[src/hdl/cue_seq_pkg.sv]
// Package for the projector dissolve cue sequencer.
// Assumes a single 40 MHz clock; times are kept in tenths of a second here, except ADVANCE_TIME_S, which is in seconds.
package cue_seq_pkg;

  // ----------------------------------------------------------------
  // Geometry and timing
  // ----------------------------------------------------------------
  localparam int NUM_SCREENS = 5;
  localparam int CLK_HZ = 40_000_000;
  localparam int TENTHS_PER_SEC = 10;
  localparam int CYC_PER_TENTH = CLK_HZ / TENTHS_PER_SEC;
  localparam int ADVANCE_TIME_S = 1;
  localparam int ADVANCE_TENTHS = ADVANCE_TIME_S * TENTHS_PER_SEC;
  localparam int HARD_CUT_TENTHS = 1;
  localparam int CUT_TENTHS = 2;
  localparam int SEC1_TENTHS = 10;
  localparam int SEC2_TENTHS = 20;
  localparam int SEC4_TENTHS = 40;
  localparam int SEC8_TENTHS = 80;
  localparam int SEC16_TENTHS = 160;
  localparam int SEC32_TENTHS = 320;
  localparam int TENTH_W = 9;
  localparam int PRESC_W = 22;
  localparam logic [13:0] CUE_FIRST = 14'h0001;

  // ----------------------------------------------------------------
  // Types
  // ----------------------------------------------------------------
  typedef enum logic [2:0] {
    SPD_NONE, SPD_CUT, SPD_HARD, SPD_1S, SPD_2S, SPD_4S, SPD_8S, SPD_16S
  } speed_unused_t;

  typedef struct packed {
    logic eight_second_dissolve;
    logic four_second_dissolve;
    logic two_second_dissolve;
    logic cut;
    logic shift;
    logic alternate_no_advance;
    logic tray_step_forward;
    logic tray_step_backward;
    logic aux;
    logic [2:0] pos;
    logic [NUM_SCREENS-1:0] screens;
  } key_cmd_t;

  typedef enum logic [2:0] {
    ST_READY, ST_FADE, ST_ADVANCE, ST_STEP
  } scr_state_t;

endpackage : cue_seq_pkg

[src/hdl/screen_unit.sv]
// One screen: three lamps, tray drives and status lights.
// Assumes the tenth-second tick comes from the same clock domain.
`timescale 1ns/1ps
module screen_unit
  import cue_seq_pkg::*;
(
  // Clock and reset
  input wire logic clk_i,
  input wire logic rst_n_i,
  input wire logic tick_i,
  input wire logic home_i,
  // Command
  input wire logic go_i,
  input wire logic [2:0] on_mask_i,
  input wire logic [2:0] off_mask_i,
  input wire logic [2:0] adv_mask_i,
  input wire logic adv_back_i,
  input wire logic [TENTH_W-1:0] fade_i,
  // Status
  output logic [2:0] lamp_o,
  output logic [2:0] adv_o,
  output logic [2:0] back_o,
  output logic ready_o,
  output logic fading_o
);

  typedef struct packed {
    scr_state_t st;
    logic [2:0] lamp;
    logic [2:0] adv;
    logic [2:0] pend;
    logic back;
    logic [TENTH_W-1:0] cnt;
  } scr_t;

  scr_t s_ff;
  scr_t nxt_s;

  always_comb begin
    nxt_s = s_ff;
    if (home_i) begin
      nxt_s.lamp = 3'h0;
      nxt_s.adv = 3'h0;
      nxt_s.st = ST_READY;
    end else begin
      case (s_ff.st)
        ST_READY, ST_ADVANCE, ST_FADE: begin
          if (go_i) begin
            nxt_s.lamp = (s_ff.lamp | on_mask_i) & ~off_mask_i;
            nxt_s.pend = adv_mask_i;
            nxt_s.back = adv_back_i;
            nxt_s.cnt = fade_i;
            nxt_s.adv = 3'h0;
            nxt_s.st = ST_FADE;
            if (on_mask_i == 3'h0 && off_mask_i == 3'h0) begin
              // Pure tray step: drive at once
              nxt_s.adv = adv_mask_i;
              nxt_s.cnt = TENTH_W'(ADVANCE_TENTHS);
              nxt_s.st = ST_ADVANCE;
            end else if (fade_i == '0) begin
              // Alternate cut: no fade, no advance
              nxt_s.pend = 3'h0;
              nxt_s.st = ST_READY;
            end
          end else if (tick_i && s_ff.st != ST_READY) begin
            if (s_ff.cnt > 9'h001) begin
              nxt_s.cnt = s_ff.cnt - 9'h001;
            end else if (s_ff.st == ST_FADE && s_ff.pend != 3'h0) begin
              nxt_s.adv = s_ff.pend;
              nxt_s.cnt = TENTH_W'(ADVANCE_TENTHS);
              nxt_s.st = ST_ADVANCE;
            end else begin
              nxt_s.adv = 3'h0;
              nxt_s.pend = 3'h0;
              nxt_s.st = ST_READY;
            end
          end
        end
        default: nxt_s.st = ST_READY;
      endcase
    end
  end

  always_ff @(posedge clk_i or negedge rst_n_i) begin
    if (!rst_n_i) begin
      s_ff <= '0;
    end else begin
      s_ff <= nxt_s;
    end
  end

  assign lamp_o = s_ff.lamp;
  assign adv_o = s_ff.adv;
  assign back_o = {3{s_ff.back}} & s_ff.adv;
  assign ready_o = (s_ff.st == ST_READY);
  assign fading_o = (s_ff.st == ST_FADE);

endmodule : screen_unit

[src/hdl/cue_sequencer.sv]
// Cue interpreter and program store for a five-screen projector controller.
// Assumes keys and cue inputs are asynchronous pins; lamp outputs feed power packs.
// How it works
// - Shift remaps speeds: 32s, 16s, 1s, hard cut
// - Unnamed transition moves lit lamp left-center-right
// - Reset starts dark; first cue lights left
// - Position keys switch only named projectors
// - Position plus screens without speed presets only
// - Positions with step move only named trays
// - Left/right keys pick auxiliary bank
// - Alternate cut: no advance, ready stays
// - Alternate dissolve: no advance, ready after fade
// - Normal transitions advance outgoing, then ready
// - Hard cut readies sooner than cut
// - Unnamed projectors keep their lamp state
// - Replay cue runs next step, counter plus one
// - Three-projector: accept cue once outgoing off
// - Red left/right, yellow center, green ready
// - Cue counter starts 0001, shows next cue
// - One second allowed for tray advance
`timescale 1ns/1ps
module cue_sequencer
  import cue_seq_pkg::*;
#(
  parameter int PROG_DEPTH = 64
)
(
  // Clock and reset
  input wire logic clk_i,
  input wire logic rst_n_i,
  // Keyboard and remote, asynchronous pins
  input wire logic key_strobe_i,
  input wire key_cmd_t key_i,
  input wire logic cue_i,
  input wire logic reset_key_i,
  input wire logic clear_key_i,
  input wire logic replay_i,
  input wire logic three_proj_i,
  // Projector power packs
  output logic [3*NUM_SCREENS-1:0] lamp_o,
  output logic [3*NUM_SCREENS-1:0] tray_fwd_o,
  output logic [3*NUM_SCREENS-1:0] tray_back_o,
  output logic [NUM_SCREENS-1:0] aux_left_o,
  output logic [NUM_SCREENS-1:0] aux_right_o,
  // Indicators
  output logic [NUM_SCREENS-1:0] red_o,
  output logic [NUM_SCREENS-1:0] yellow_o,
  output logic [NUM_SCREENS-1:0] green_o,
  output logic [13:0] cue_count_o
);

  localparam int AW = $clog2(PROG_DEPTH);

  // ----------------------------------------------------------------
  // Input synchronisers
  // ----------------------------------------------------------------
  localparam int SW = $bits(key_cmd_t) + 6;
  logic [SW-1:0] sync1_ff;
  logic [SW-1:0] sync2_ff;
  always_ff @(posedge clk_i or negedge rst_n_i) begin
    if (!rst_n_i) begin
      sync1_ff <= '0;
      sync2_ff <= '0;
    end else begin
      sync1_ff <= {key_strobe_i, key_i, cue_i, reset_key_i, clear_key_i,
                   replay_i, three_proj_i};
      sync2_ff <= sync1_ff;
    end
  end
  logic s_strobe;
  key_cmd_t s_key;
  logic s_cue, s_reset, s_clear, s_replay, s_three;
  assign {s_strobe, s_key, s_cue, s_reset, s_clear, s_replay, s_three} = sync2_ff;

  // ----------------------------------------------------------------
  // Decoding helpers
  // ----------------------------------------------------------------
  function automatic logic [TENTH_W-1:0] fade_of(input key_cmd_t k);
    logic [TENTH_W-1:0] t;
    t = TENTH_W'(CUT_TENTHS);
    if (k.eight_second_dissolve) begin
      t = TENTH_W'(k.shift ? SEC32_TENTHS : SEC8_TENTHS);
    end else if (k.four_second_dissolve) begin
      t = TENTH_W'(k.shift ? SEC16_TENTHS : SEC4_TENTHS);
    end else if (k.two_second_dissolve) begin
      t = TENTH_W'(k.shift ? SEC1_TENTHS : SEC2_TENTHS);
    end else if (k.alternate_no_advance) begin
      t = '0;
    end else if (k.shift) begin
      t = TENTH_W'(HARD_CUT_TENTHS);
    end
    return t;
  endfunction : fade_of

  function automatic logic has_speed(input key_cmd_t k);
    return k.eight_second_dissolve | k.four_second_dissolve | k.two_second_dissolve
           | k.cut | k.alternate_no_advance;
  endfunction : has_speed

  function automatic logic [2:0] next_pos(input logic [2:0] lit);
    logic [2:0] n;
    case (lit)
      3'h1: n = 3'h2;
      3'h2: n = 3'h4;
      3'h4: n = 3'h1;
      default: n = 3'h1;
    endcase
    return n;
  endfunction : next_pos

  // ----------------------------------------------------------------
  // Control state
  // ----------------------------------------------------------------
  typedef struct packed {
    key_cmd_t pend;
    logic pend_v;
    logic strobe_d;
    logic cue_d;
    logic [NUM_SCREENS-1:0][2:0] preset;
    logic [AW-1:0] wr_ptr;
    logic [AW-1:0] rd_ptr;
    logic [13:0] count;
    logic [PRESC_W-1:0] presc;
    logic tick;
    logic home;
    logic [NUM_SCREENS-1:0] aux_l;
    logic [NUM_SCREENS-1:0] aux_r;
  } ctl_t;

  ctl_t c_ff;
  ctl_t nxt_c;
  key_cmd_t prog_ff [PROG_DEPTH];

  logic [NUM_SCREENS-1:0] ready;
  logic [NUM_SCREENS-1:0] fading;
  logic [NUM_SCREENS-1:0][2:0] lamp;
  logic [NUM_SCREENS-1:0][2:0] adv;
  logic [NUM_SCREENS-1:0][2:0] back;
  logic [NUM_SCREENS-1:0] go;
  logic [NUM_SCREENS-1:0][2:0] on_m;
  logic [NUM_SCREENS-1:0][2:0] off_m;
  logic [NUM_SCREENS-1:0][2:0] adv_m;
  logic step_back;
  key_cmd_t exec;
  logic exec_v;
  logic store;

  always_comb begin
    nxt_c = c_ff;
    nxt_c.strobe_d = s_strobe;
    nxt_c.cue_d = s_cue;
    nxt_c.home = 1'b0;
    nxt_c.aux_l = '0;
    nxt_c.aux_r = '0;
    store = 1'b0;
    exec_v = 1'b0;
    exec = c_ff.pend;
    if (c_ff.presc == PRESC_W'(CYC_PER_TENTH - 1)) begin
      nxt_c.presc = '0;
      nxt_c.tick = 1'b1;
    end else begin
      nxt_c.presc = c_ff.presc + 1'b1;
      nxt_c.tick = 1'b0;
    end
    if (s_reset) begin
      nxt_c.home = 1'b1;
      nxt_c.rd_ptr = '0;
      nxt_c.count = CUE_FIRST;
      nxt_c.preset = '0;
      nxt_c.pend_v = 1'b0;
      if (s_clear) begin
        nxt_c.wr_ptr = '0;
      end
    end else if (s_clear) begin
      nxt_c.pend_v = 1'b0;
    end else if (s_cue && !c_ff.cue_d) begin
      if (s_replay) begin
        if (c_ff.rd_ptr != c_ff.wr_ptr) begin
          exec = prog_ff[c_ff.rd_ptr];
          exec_v = 1'b1;
          nxt_c.rd_ptr = c_ff.rd_ptr + 1'b1;
          nxt_c.count = c_ff.count + 14'h0001;
        end
      end else if (c_ff.pend_v) begin
        exec_v = 1'b1;
        store = (c_ff.wr_ptr != AW'(PROG_DEPTH - 1));
        nxt_c.pend_v = 1'b0;
        if (store) begin
          nxt_c.wr_ptr = c_ff.wr_ptr + 1'b1;
          nxt_c.rd_ptr = c_ff.wr_ptr + 1'b1;
          nxt_c.count = c_ff.count + 14'h0001;
        end
      end
    end
    // New key wins over a clear in the same cycle
    if (s_strobe && !c_ff.strobe_d) begin
      nxt_c.pend = s_key;
      nxt_c.pend_v = 1'b1;
    end
    // Per-screen command expansion
    step_back = exec.tray_step_backward;
    for (int i = 0; i < NUM_SCREENS; i++) begin
      go[i] = 1'b0;
      on_m[i] = 3'h0;
      off_m[i] = 3'h0;
      adv_m[i] = 3'h0;
      if (exec_v && exec.screens[i]) begin
        if (exec.aux) begin
          nxt_c.aux_l[i] = exec.pos[0];
          nxt_c.aux_r[i] = exec.pos[2];
        end else if (exec.tray_step_forward || exec.tray_step_backward) begin
          go[i] = 1'b1;
          adv_m[i] = (exec.pos != 3'h0) ? exec.pos : 3'h7;
        end else if (!has_speed(exec)) begin
          nxt_c.preset[i] = exec.pos;
        end else if (ready[i] || (s_three && !fading[i])) begin
          go[i] = 1'b1;
          nxt_c.preset[i] = 3'h0;
          if (exec.pos != 3'h0 || c_ff.preset[i] != 3'h0) begin
            on_m[i] = (exec.pos | c_ff.preset[i]) & ~lamp[i];
            off_m[i] = (exec.pos | c_ff.preset[i]) & lamp[i];
          end else begin
            on_m[i] = next_pos(lamp[i]);
            off_m[i] = lamp[i];
          end
          if (!exec.alternate_no_advance) begin
            adv_m[i] = off_m[i];
          end
        end
      end
    end
  end

  always_ff @(posedge clk_i or negedge rst_n_i) begin
    if (!rst_n_i) begin
      c_ff <= '0;
      c_ff.count <= CUE_FIRST;
    end else begin
      c_ff <= nxt_c;
    end
  end

  always_ff @(posedge clk_i) begin
    if (store) begin
      prog_ff[c_ff.wr_ptr] <= c_ff.pend;
    end
  end

  // ----------------------------------------------------------------
  // Screens
  // ----------------------------------------------------------------
  for (genvar g = 0; g < NUM_SCREENS; g++) begin : g_scr
    screen_unit u_scr (
      .clk_i(clk_i),
      .rst_n_i(rst_n_i),
      .tick_i(c_ff.tick),
      .home_i(c_ff.home),
      .go_i(go[g]),
      .on_mask_i(on_m[g]),
      .off_mask_i(off_m[g]),
      .adv_mask_i(adv_m[g]),
      .adv_back_i(step_back),
      .fade_i(fade_of(exec)),
      .lamp_o(lamp[g]),
      .adv_o(adv[g]),
      .back_o(back[g]),
      .ready_o(ready[g]),
      .fading_o(fading[g])
    );
  end

  // ----------------------------------------------------------------
  // Registered outputs
  // ----------------------------------------------------------------
  always_ff @(posedge clk_i or negedge rst_n_i) begin
    if (!rst_n_i) begin
      lamp_o <= '0;
      tray_fwd_o <= '0;
      tray_back_o <= '0;
      red_o <= '0;
      yellow_o <= '0;
      green_o <= '0;
      aux_left_o <= '0;
      aux_right_o <= '0;
      cue_count_o <= CUE_FIRST;
    end else begin
      for (int i = 0; i < NUM_SCREENS; i++) begin
        lamp_o[3*i +: 3] <= lamp[i];
        tray_fwd_o[3*i +: 3] <= adv[i] & ~back[i];
        tray_back_o[3*i +: 3] <= back[i];
        red_o[i] <= lamp[i][0] | lamp[i][2];
        yellow_o[i] <= lamp[i][1];
        green_o[i] <= ready[i];
      end
      aux_left_o <= c_ff.aux_l;
      aux_right_o <= c_ff.aux_r;
      cue_count_o <= c_ff.count;
    end
  end

endmodule : cue_sequencer

[config.mk]
export PLATFORM = sky130hd
export DESIGN_NAME = cue_sequencer
export DESIGN_NICKNAME = d
export VERILOG_FILES = /design/src/hdl/cue_seq_pkg.sv /design/src/hdl/screen_unit.sv /design/src/hdl/cue_sequencer.sv
export SDC_FILE = /design/constraint.sdc
export NUM_CORES = 2
export LEC_CHECK = 0
export BUFFER_PORTS_ARGS = -buffer_cell sky130_fd_sc_hd__buf_2
export CAP_MARGIN = 25
export CELL_PAD_IN_SITES_DETAIL_PLACEMENT = 1
export CELL_PAD_IN_SITES_GLOBAL_PLACEMENT = 1
export CORE_AREA = 3 3 319 321
export DETAILED_ROUTE_END_ITERATION = 16
export DIE_AREA = 0 0 322 324
export MAX_ROUTING_LAYER = met4
export PLACE_DENSITY_LB_ADDON = 0.1
export SETUP_SLACK_MARGIN = 0.4
export SLEW_MARGIN = 20
export SYNTH_ARGS = -nofsm -noshare
export SYNTH_HDL_FRONTEND = slang
export SYNTH_SLANG_ARGS = --single-unit
[constraint.sdc]
create_clock -name clk_i -period 6.7 [get_ports clk_i]
set_clock_uncertainty 0.1 [all_clocks]
set_input_delay 0.335 -clock clk_i [delete_from_list [all_inputs] [get_ports clk_i]]
set_output_delay 0.335 -clock clk_i [all_outputs]
set_load 0.01 [all_outputs]
* Word-level counts from Yosys, hierarchy flattened
Memory sizes are Yosys's and may differ from the RTL's.
Index checks and enable logic that the tools add are counted.
** Operators by class
- Reductions and logical operators :: 147
- Magnitude comparators :: 5
- Equal/unequal tests :: 48
- Add/subtract/negate cells :: 9
- Multiplexer cells :: 312
- Bitwise gates (word level) :: 60
** Operators with widths (count)
- two-way mux 3 bit :: 166
- two-way mux 9 bit :: 33
- two-way mux 26 bit :: 5
- two-way mux 6 bit :: 17
- two-way mux 19 bit :: 5
- two-way mux 17 bit :: 5
- nonzero test 3 bit :: 28
- AND 3 bit :: 25
- two-way mux 1 bit :: 62
- greater-than comparator 9 x 1 -> 1 bit (second input constant) :: 5
- zero test 3 bit :: 15
- inverter 3 bit :: 15
- subtractor 9 x 1 -> 9 bit (second input constant) :: 5
- two-way mux 20 bit :: 2
- AND reduction 4 bit :: 10
- nonzero test 2 bit :: 19
- == test 3 x 1 -> 1 bit (second input constant) :: 10
- == test 3 x 2 -> 1 bit (second input constant) :: 10
- OR 3 bit :: 10
- one-hot mux 3 bit (2 select lines) :: 5
- AND reduction 3 bit :: 10
- logical AND 1 bit :: 27
- two-way mux 23 bit :: 1
- adder 22 x 1 -> 22 bit (second input constant) :: 1
- 26 further kinds :: 90
** Storage, ports and cells
- Bits in writable memories :: 1088
- Input port bits :: 25
- Flip-flop bits (word level) :: 335
- Memories :: 1
- Word-level logic and storage cells :: 650
- Output and inout port bits :: 84
** Memory list
- prog_ff :: words 64, width 17, rd ports 1, clocked after Yosys merged registers in 0, write ports 1, line cue_sequencer.sv:132 : key_cmd_t prog_ff [PROG_DEPTH];

* Logic depth before layout (Yosys ltp)
- Word-level depth :: 20
- Mapped depth :: 20
- Depth with buffers taken out :: 11

* Cells and area by module
Synthesis repeated with hierarchy kept, for this count alone.
** Second synthesis, totals
- Cell total of the unflattened synthesis :: 3505
- Area total of the unflattened synthesis :: 58189.6 µm²
** Modules (own cells, without submodules)
- cue_sequencer :: sequential area each 38179.1 µm², area each 51084.0 µm², cells an instance 2744, times used 1
- screen_unit at g_scr[0].u_scr ... :: sequential area each 525.5 µm², area each 1412.6 µm², cells an instance 151, times used 4
- screen_unit at g_scr[4].u_scr :: sequential area each 525.5 µm², area each 1455.1 µm², cells an instance 157, times used 1

* Worst setup path after synthesis
OpenSTA, ideal clock, no wires.
- Path type :: register -> register
- From :: register c_ff[48] (netlist bit)
- To :: register g_scr[4].u_scr.s_ff[6] (netlist bit)
- Path slack :: 2.832 ns
- Buffers on the path :: 8
- Arrival :: 3.638 ns
- Data required time :: 6.470 ns
- Stages on the path, launching flop included :: 18
- Cells stage by stage :: dfrtp_1 > buf_6 > buf_12 > buf_12 > buf_6 > buf_6 > buf_6 > buf_2 > mux4_2 > a221oi_1 > o21ai_0 > o22ai_1 > o21ai_0 > a31oi_1 > nand2_1 > buf_4 > a32oi_1 > o21ai_0
** On the way
- Cells in the longest elaborated chain, start to end :: 18
** RTL lines
- start: declaration :: line cue_sequencer.sv:130 : ctl_t c_ff;
- start signal: assignment :: line cue_sequencer.sv:239 : c_ff <= nxt_c;
- memory (64 x 17 bit) or inequality test 6 bit (tied branches)
- two-way mux 17 bit :: line cue_sequencer.sv:178 : if (c_ff.rd_ptr != c_ff.wr_ptr) begin
- two-way mux 17 bit :: line cue_sequencer.sv:177 : if (s_replay) begin
- two-way mux 17 bit :: line cue_sequencer.sv:176 : end else if (s_cue && !c_ff.cue_d) begin
- two-way mux 17 bit :: line cue_sequencer.sv:174 : end else if (s_clear) begin
- two-way mux 17 bit :: line cue_sequencer.sv:165 : if (s_reset) begin
- OR 3 bit (tied with other cells) :: line cue_sequencer.sv:220, cue_sequencer.sv:221
- AND 3 bit (tied with other cells) :: line cue_sequencer.sv:220 : on_m[i] = (exec.pos | c_ff.preset[i]) & ~lamp[i];
- [2 not listed]
- two-way mux 3 bit :: line cue_sequencer.sv:214 : end else if (!has_speed(exec)) begin
- two-way mux 3 bit :: line cue_sequencer.sv:211 : end else if (exec.tray_step_forward || exec.tray_step_backward) begin
- two-way mux 3 bit :: line cue_sequencer.sv:208 : if (exec.aux) begin
- two-way mux 3 bit :: line cue_sequencer.sv:207 : if (exec_v && exec.screens[i]) begin
- zero test 3 bit :: line screen_unit.sv:55 : if (on_mask_i == 3'h0 && off_mask_i == 3'h0) begin
- logical AND 1 bit :: line screen_unit.sv:55
- two-way mux 9 bit :: line screen_unit.sv:55
- two-way mux 9 bit :: line screen_unit.sv:48 : if (go_i) begin
- end signal: assignment :: line screen_unit.sv:88 : s_ff <= nxt_s;
- end: declaration :: line screen_unit.sv:36 : scr_t s_ff;
Several ways; a longest one is shown, not always the timed one.
A chain may end at the register's enable or synchronous reset.

* Final worst setup path
- From :: register c_ff[50] (netlist bit)
- To :: register g_scr[0].u_scr.s_ff[8] (netlist bit)
** On the way
- Cells in the longest elaborated chain, start to end :: 18
** RTL lines (line)
- memory (64 x 17 bit) or inequality test 6 bit (tied branches)
- two-way mux 17 bit :: cue_sequencer.sv:178
- two-way mux 17 bit :: cue_sequencer.sv:177
- two-way mux 17 bit :: cue_sequencer.sv:176
- two-way mux 17 bit :: cue_sequencer.sv:174
- two-way mux 17 bit :: cue_sequencer.sv:165
- OR 3 bit (tied with other cells) :: cue_sequencer.sv:220, cue_sequencer.sv:221
- AND 3 bit (tied with other cells) :: cue_sequencer.sv:220
- [2 not listed]
- two-way mux 3 bit :: cue_sequencer.sv:214
- two-way mux 3 bit :: cue_sequencer.sv:211
- two-way mux 3 bit :: cue_sequencer.sv:208
- two-way mux 3 bit :: cue_sequencer.sv:207
- zero test 3 bit :: screen_unit.sv:55
- logical AND 1 bit :: screen_unit.sv:55
- two-way mux 9 bit :: screen_unit.sv:55
- two-way mux 9 bit :: screen_unit.sv:48
- end signal: assignment :: screen_unit.sv:88
- end: declaration :: screen_unit.sv:36
Several ways; a longest one is shown, not always the timed one.

==> impl_metrics.tcl <==
set metrics [dict create \
    drive_gt1_frac 0.216 \
    synth_edf_count 1088 \
    grt.total_usage 0.354 \
    reg2reg_depth 11 \
    start_kind "register" \
    utilization 0.650 \
    fillers 8671 \
    cp-end-kind "register" \
    worst_slew_pin_slew_ps 1050 \
    ant_nets 0 \
    io_pins 109 \
    cts_tree "done" \
    hold_buffers 24 \
    die_h_um 324 \
    fp.dieArea_um2 104000 \
    hpwl_um 109000 \
    drt_first_pass_iters 6 \
    r2r_start "c_ff[50]" \
    finalHoldViolCount 0 \
    core_area_um2 99600 \
    holdWs_ps 127 \
    stdcell_count 5143 \
    rsz0062_at_grt "no" \
    die_w_um 322 \
    setup-violations-final 0 \
    clkLatencyLatePin_ps 770 \
    maxCapViolCount 0 \
    drt_iter0_markers 4616 \
    p_comb_frac 0.069 \
    cts_root_buf "clkbuf_16" \
    reg2reg_to "g_scr[0].u_scr.s_ff[8]" \
    placed_cells 4852 \
    power_density_nw_per_um2 295 \
    wire_per_inst_um 34.3 \
    rrSetupSlack_ps 960 \
    htree_levels 4 \
    holdPathStages 2 \
    worstPathMaxFanout 54 \
    synth_cell_type_count 98 \
    vias_per_cell 6.87 \
    critPathRequiredTime_ps 7250 \
    final.setup.tns_ps 0 \
    gr-total-overflow 0 \
    post-route-min-period_ps 5740 \
    syn-instance-count 3458 \
    placed_area_um2 59800 \
    p_sw_mw 4.48 \
    swShare 0.235 \
    antenna_found_initial 5 \
    routed_wirelength_um 176000 \
    power_leakage_nw 22.3 \
    routabilityCongestion 0.948 \
    status "complete, no violations" \
    period_share 0.857 \
    async_reset_ff_frac 0.230 \
    crit_start "c_ff[50]" \
    cts_resized 0 \
    grt_pass1_vias 36800 \
    timing_worst_setup_path_type "reg2reg" \
    syn2layout_area_growth_pct 13.1 \
    fin_nets 3767 \
    cp_data_arrival_time_ps 6290 \
    grt_max_degree 107 \
    cts_sinks 1413 \
    initial_core_util 0.575 \
    final_common_cell "edfxtp_1" \
    min-delay-start "key_i[13]" \
    slew_headroom 0.297 \
    synth_seq_area_share 0.713 \
    synth_nets 3497 \
    p_seq_frac 0.515 \
    grt_pass1_wl_um 257000 \
    min_path_type "in2reg" \
    fin_area_um2 64700 \
    post_cts_buffers 0 \
    fmax_mhz 174 \
    ir_worst_vdd_mv 0.275 \
    mostFrequentLayoutCells "edfxtp_1 (1088), dfrtp_1 (302), mux4_2 (214)" \
    synth-seq-cells 1413 \
    portBuffers 108 \
    hold_path_end "sync1_ff[18]" \
    clk_path_buf_depth 3 \
    via_count 35400 \
    syn_area_um2 57200 \
    ys_warn_count 0 \
    avgSynthCellArea_um2 16.6 \
    drc_errors 0 \
    power_frac_clock 0.416 \
    numCtsBuffers 146 \
    power.internal_mw 14.6 \
    synth-main-ff-cell "edfxtp_1" \
    clk_pin_slew_ps 60 \
    slew_viol_final 0 \
    rows 116 \
]
## registers in the layout, summed over array words and instances (netlist names), 11 cells and up
name,cells
g_scr.u_scr.adv_o,15
tray_fwd_o,15
g_scr.u_scr.lamp_o,15
prog_ff,1088
lamp_o,11
tray_back_o,15
c_ff,95
sync1_ff,23
cue_count_o,14
sync2_ff,23
g_scr.u_scr.s_ff,75
## power groups by stage
stage	clock [mW]	combinational, mW	sequential [mW]
2_1_floorplan	0	0.599	10.1
3_3_place_gp	0	1.22	10.0
3_5_place_dp	0	1.29	10.0
4_1_cts	8.03	1.30	9.84
5_1_grt	8.40	1.42	9.84
6_report	7.95	1.32	9.84
## cells in the mapped netlist, types with 27 or more instances
cell,count,area (um^2)
edfxtp_1,1088,32700
dfrtp_1,323,8080
nor2_1,225,845
mux4_2,214,4820
nand2_1,181,679
mux2i_1,135,1350
a21oi_1,101,505
nand3_1,90,450
clkbuf_1,83,312
a22oi_1,81,608
o21ai_0,79,395
inv_1,74,278
nor3_1,51,255
a22o_1,41,359
buf_2,35,175
nand4_1,35,219
mux2_2,34,383
o22ai_1,27,169
## cell type report
class / instances / area (um^2) / share of cell area
sequential: 1413 / 40800 / 0.631
multi-input combinational: 1795 / 15200 / 0.236
clock buffer: 197 / 4000 / 0.0617
timing repair buffer: 296 / 2080 / 0.0322
tap: 1298 / 1620 / 0.0251
clock inverter: 65 / 637 / 0.00984
inverter: 76 / 285 / 0.00441
antenna: 3 / 7.51 / 0.000116
## how the worst max path moves through the flow
stage | to | slack [ps]
floorplan | g_scr[4].u_scr.s_ff[6] | 2830
global placement | g_scr[4].u_scr.s_ff[5] | 1210
detailed placement | g_scr[4].u_scr.s_ff[5] | 1120
CTS | g_scr[4].u_scr.s_ff[5] | 1080
global route | g_scr[0].u_scr.s_ff[8] | 760
finish | g_scr[0].u_scr.s_ff[8] | 960
## metal layers
metal	GRT usage	vias to the layer above	wire, um
met2	0.573	2117	87200
met1	0.440	18500	64500
met5	-	-	0
li1	-	14300	-
met3	0.0635	495	15100
met4	0.166	0	9510
## stage by stage
stage / power (mW) / setup WS [ps]
floorplan: 10.7 / 2830
global placement: 11.2 / 1210
detailed placement: 11.3 / 1120
CTS: 19.2 / 1080
global route: 19.7 / 755
finish: 19.1 / 959
## worst max-delay path: stages (launching register included)
cell and delay [ps]:
dfrtp_4 990, inv_1 580, mux4_2 590, mux2i_1 470
nor2_1 150, a221oi_1 640, nand4bb_1 470, buf_4 330
o2111ai_1 290, nand2_1 380, a41oi_1 350, a21bo_2 240
## cell families after synthesis
logic type               synth area share
buffers and inverters              0.0223
XOR/XNOR                          0.00581
AND/OR/NAND/NOR                    0.0620
adder cells (fa/ha/maj)           0.00306
flip-flops                          0.713
multiplexers                        0.117
AO/OA/AOI/OAI                      0.0764
Power figures use the tool's default switching activity.
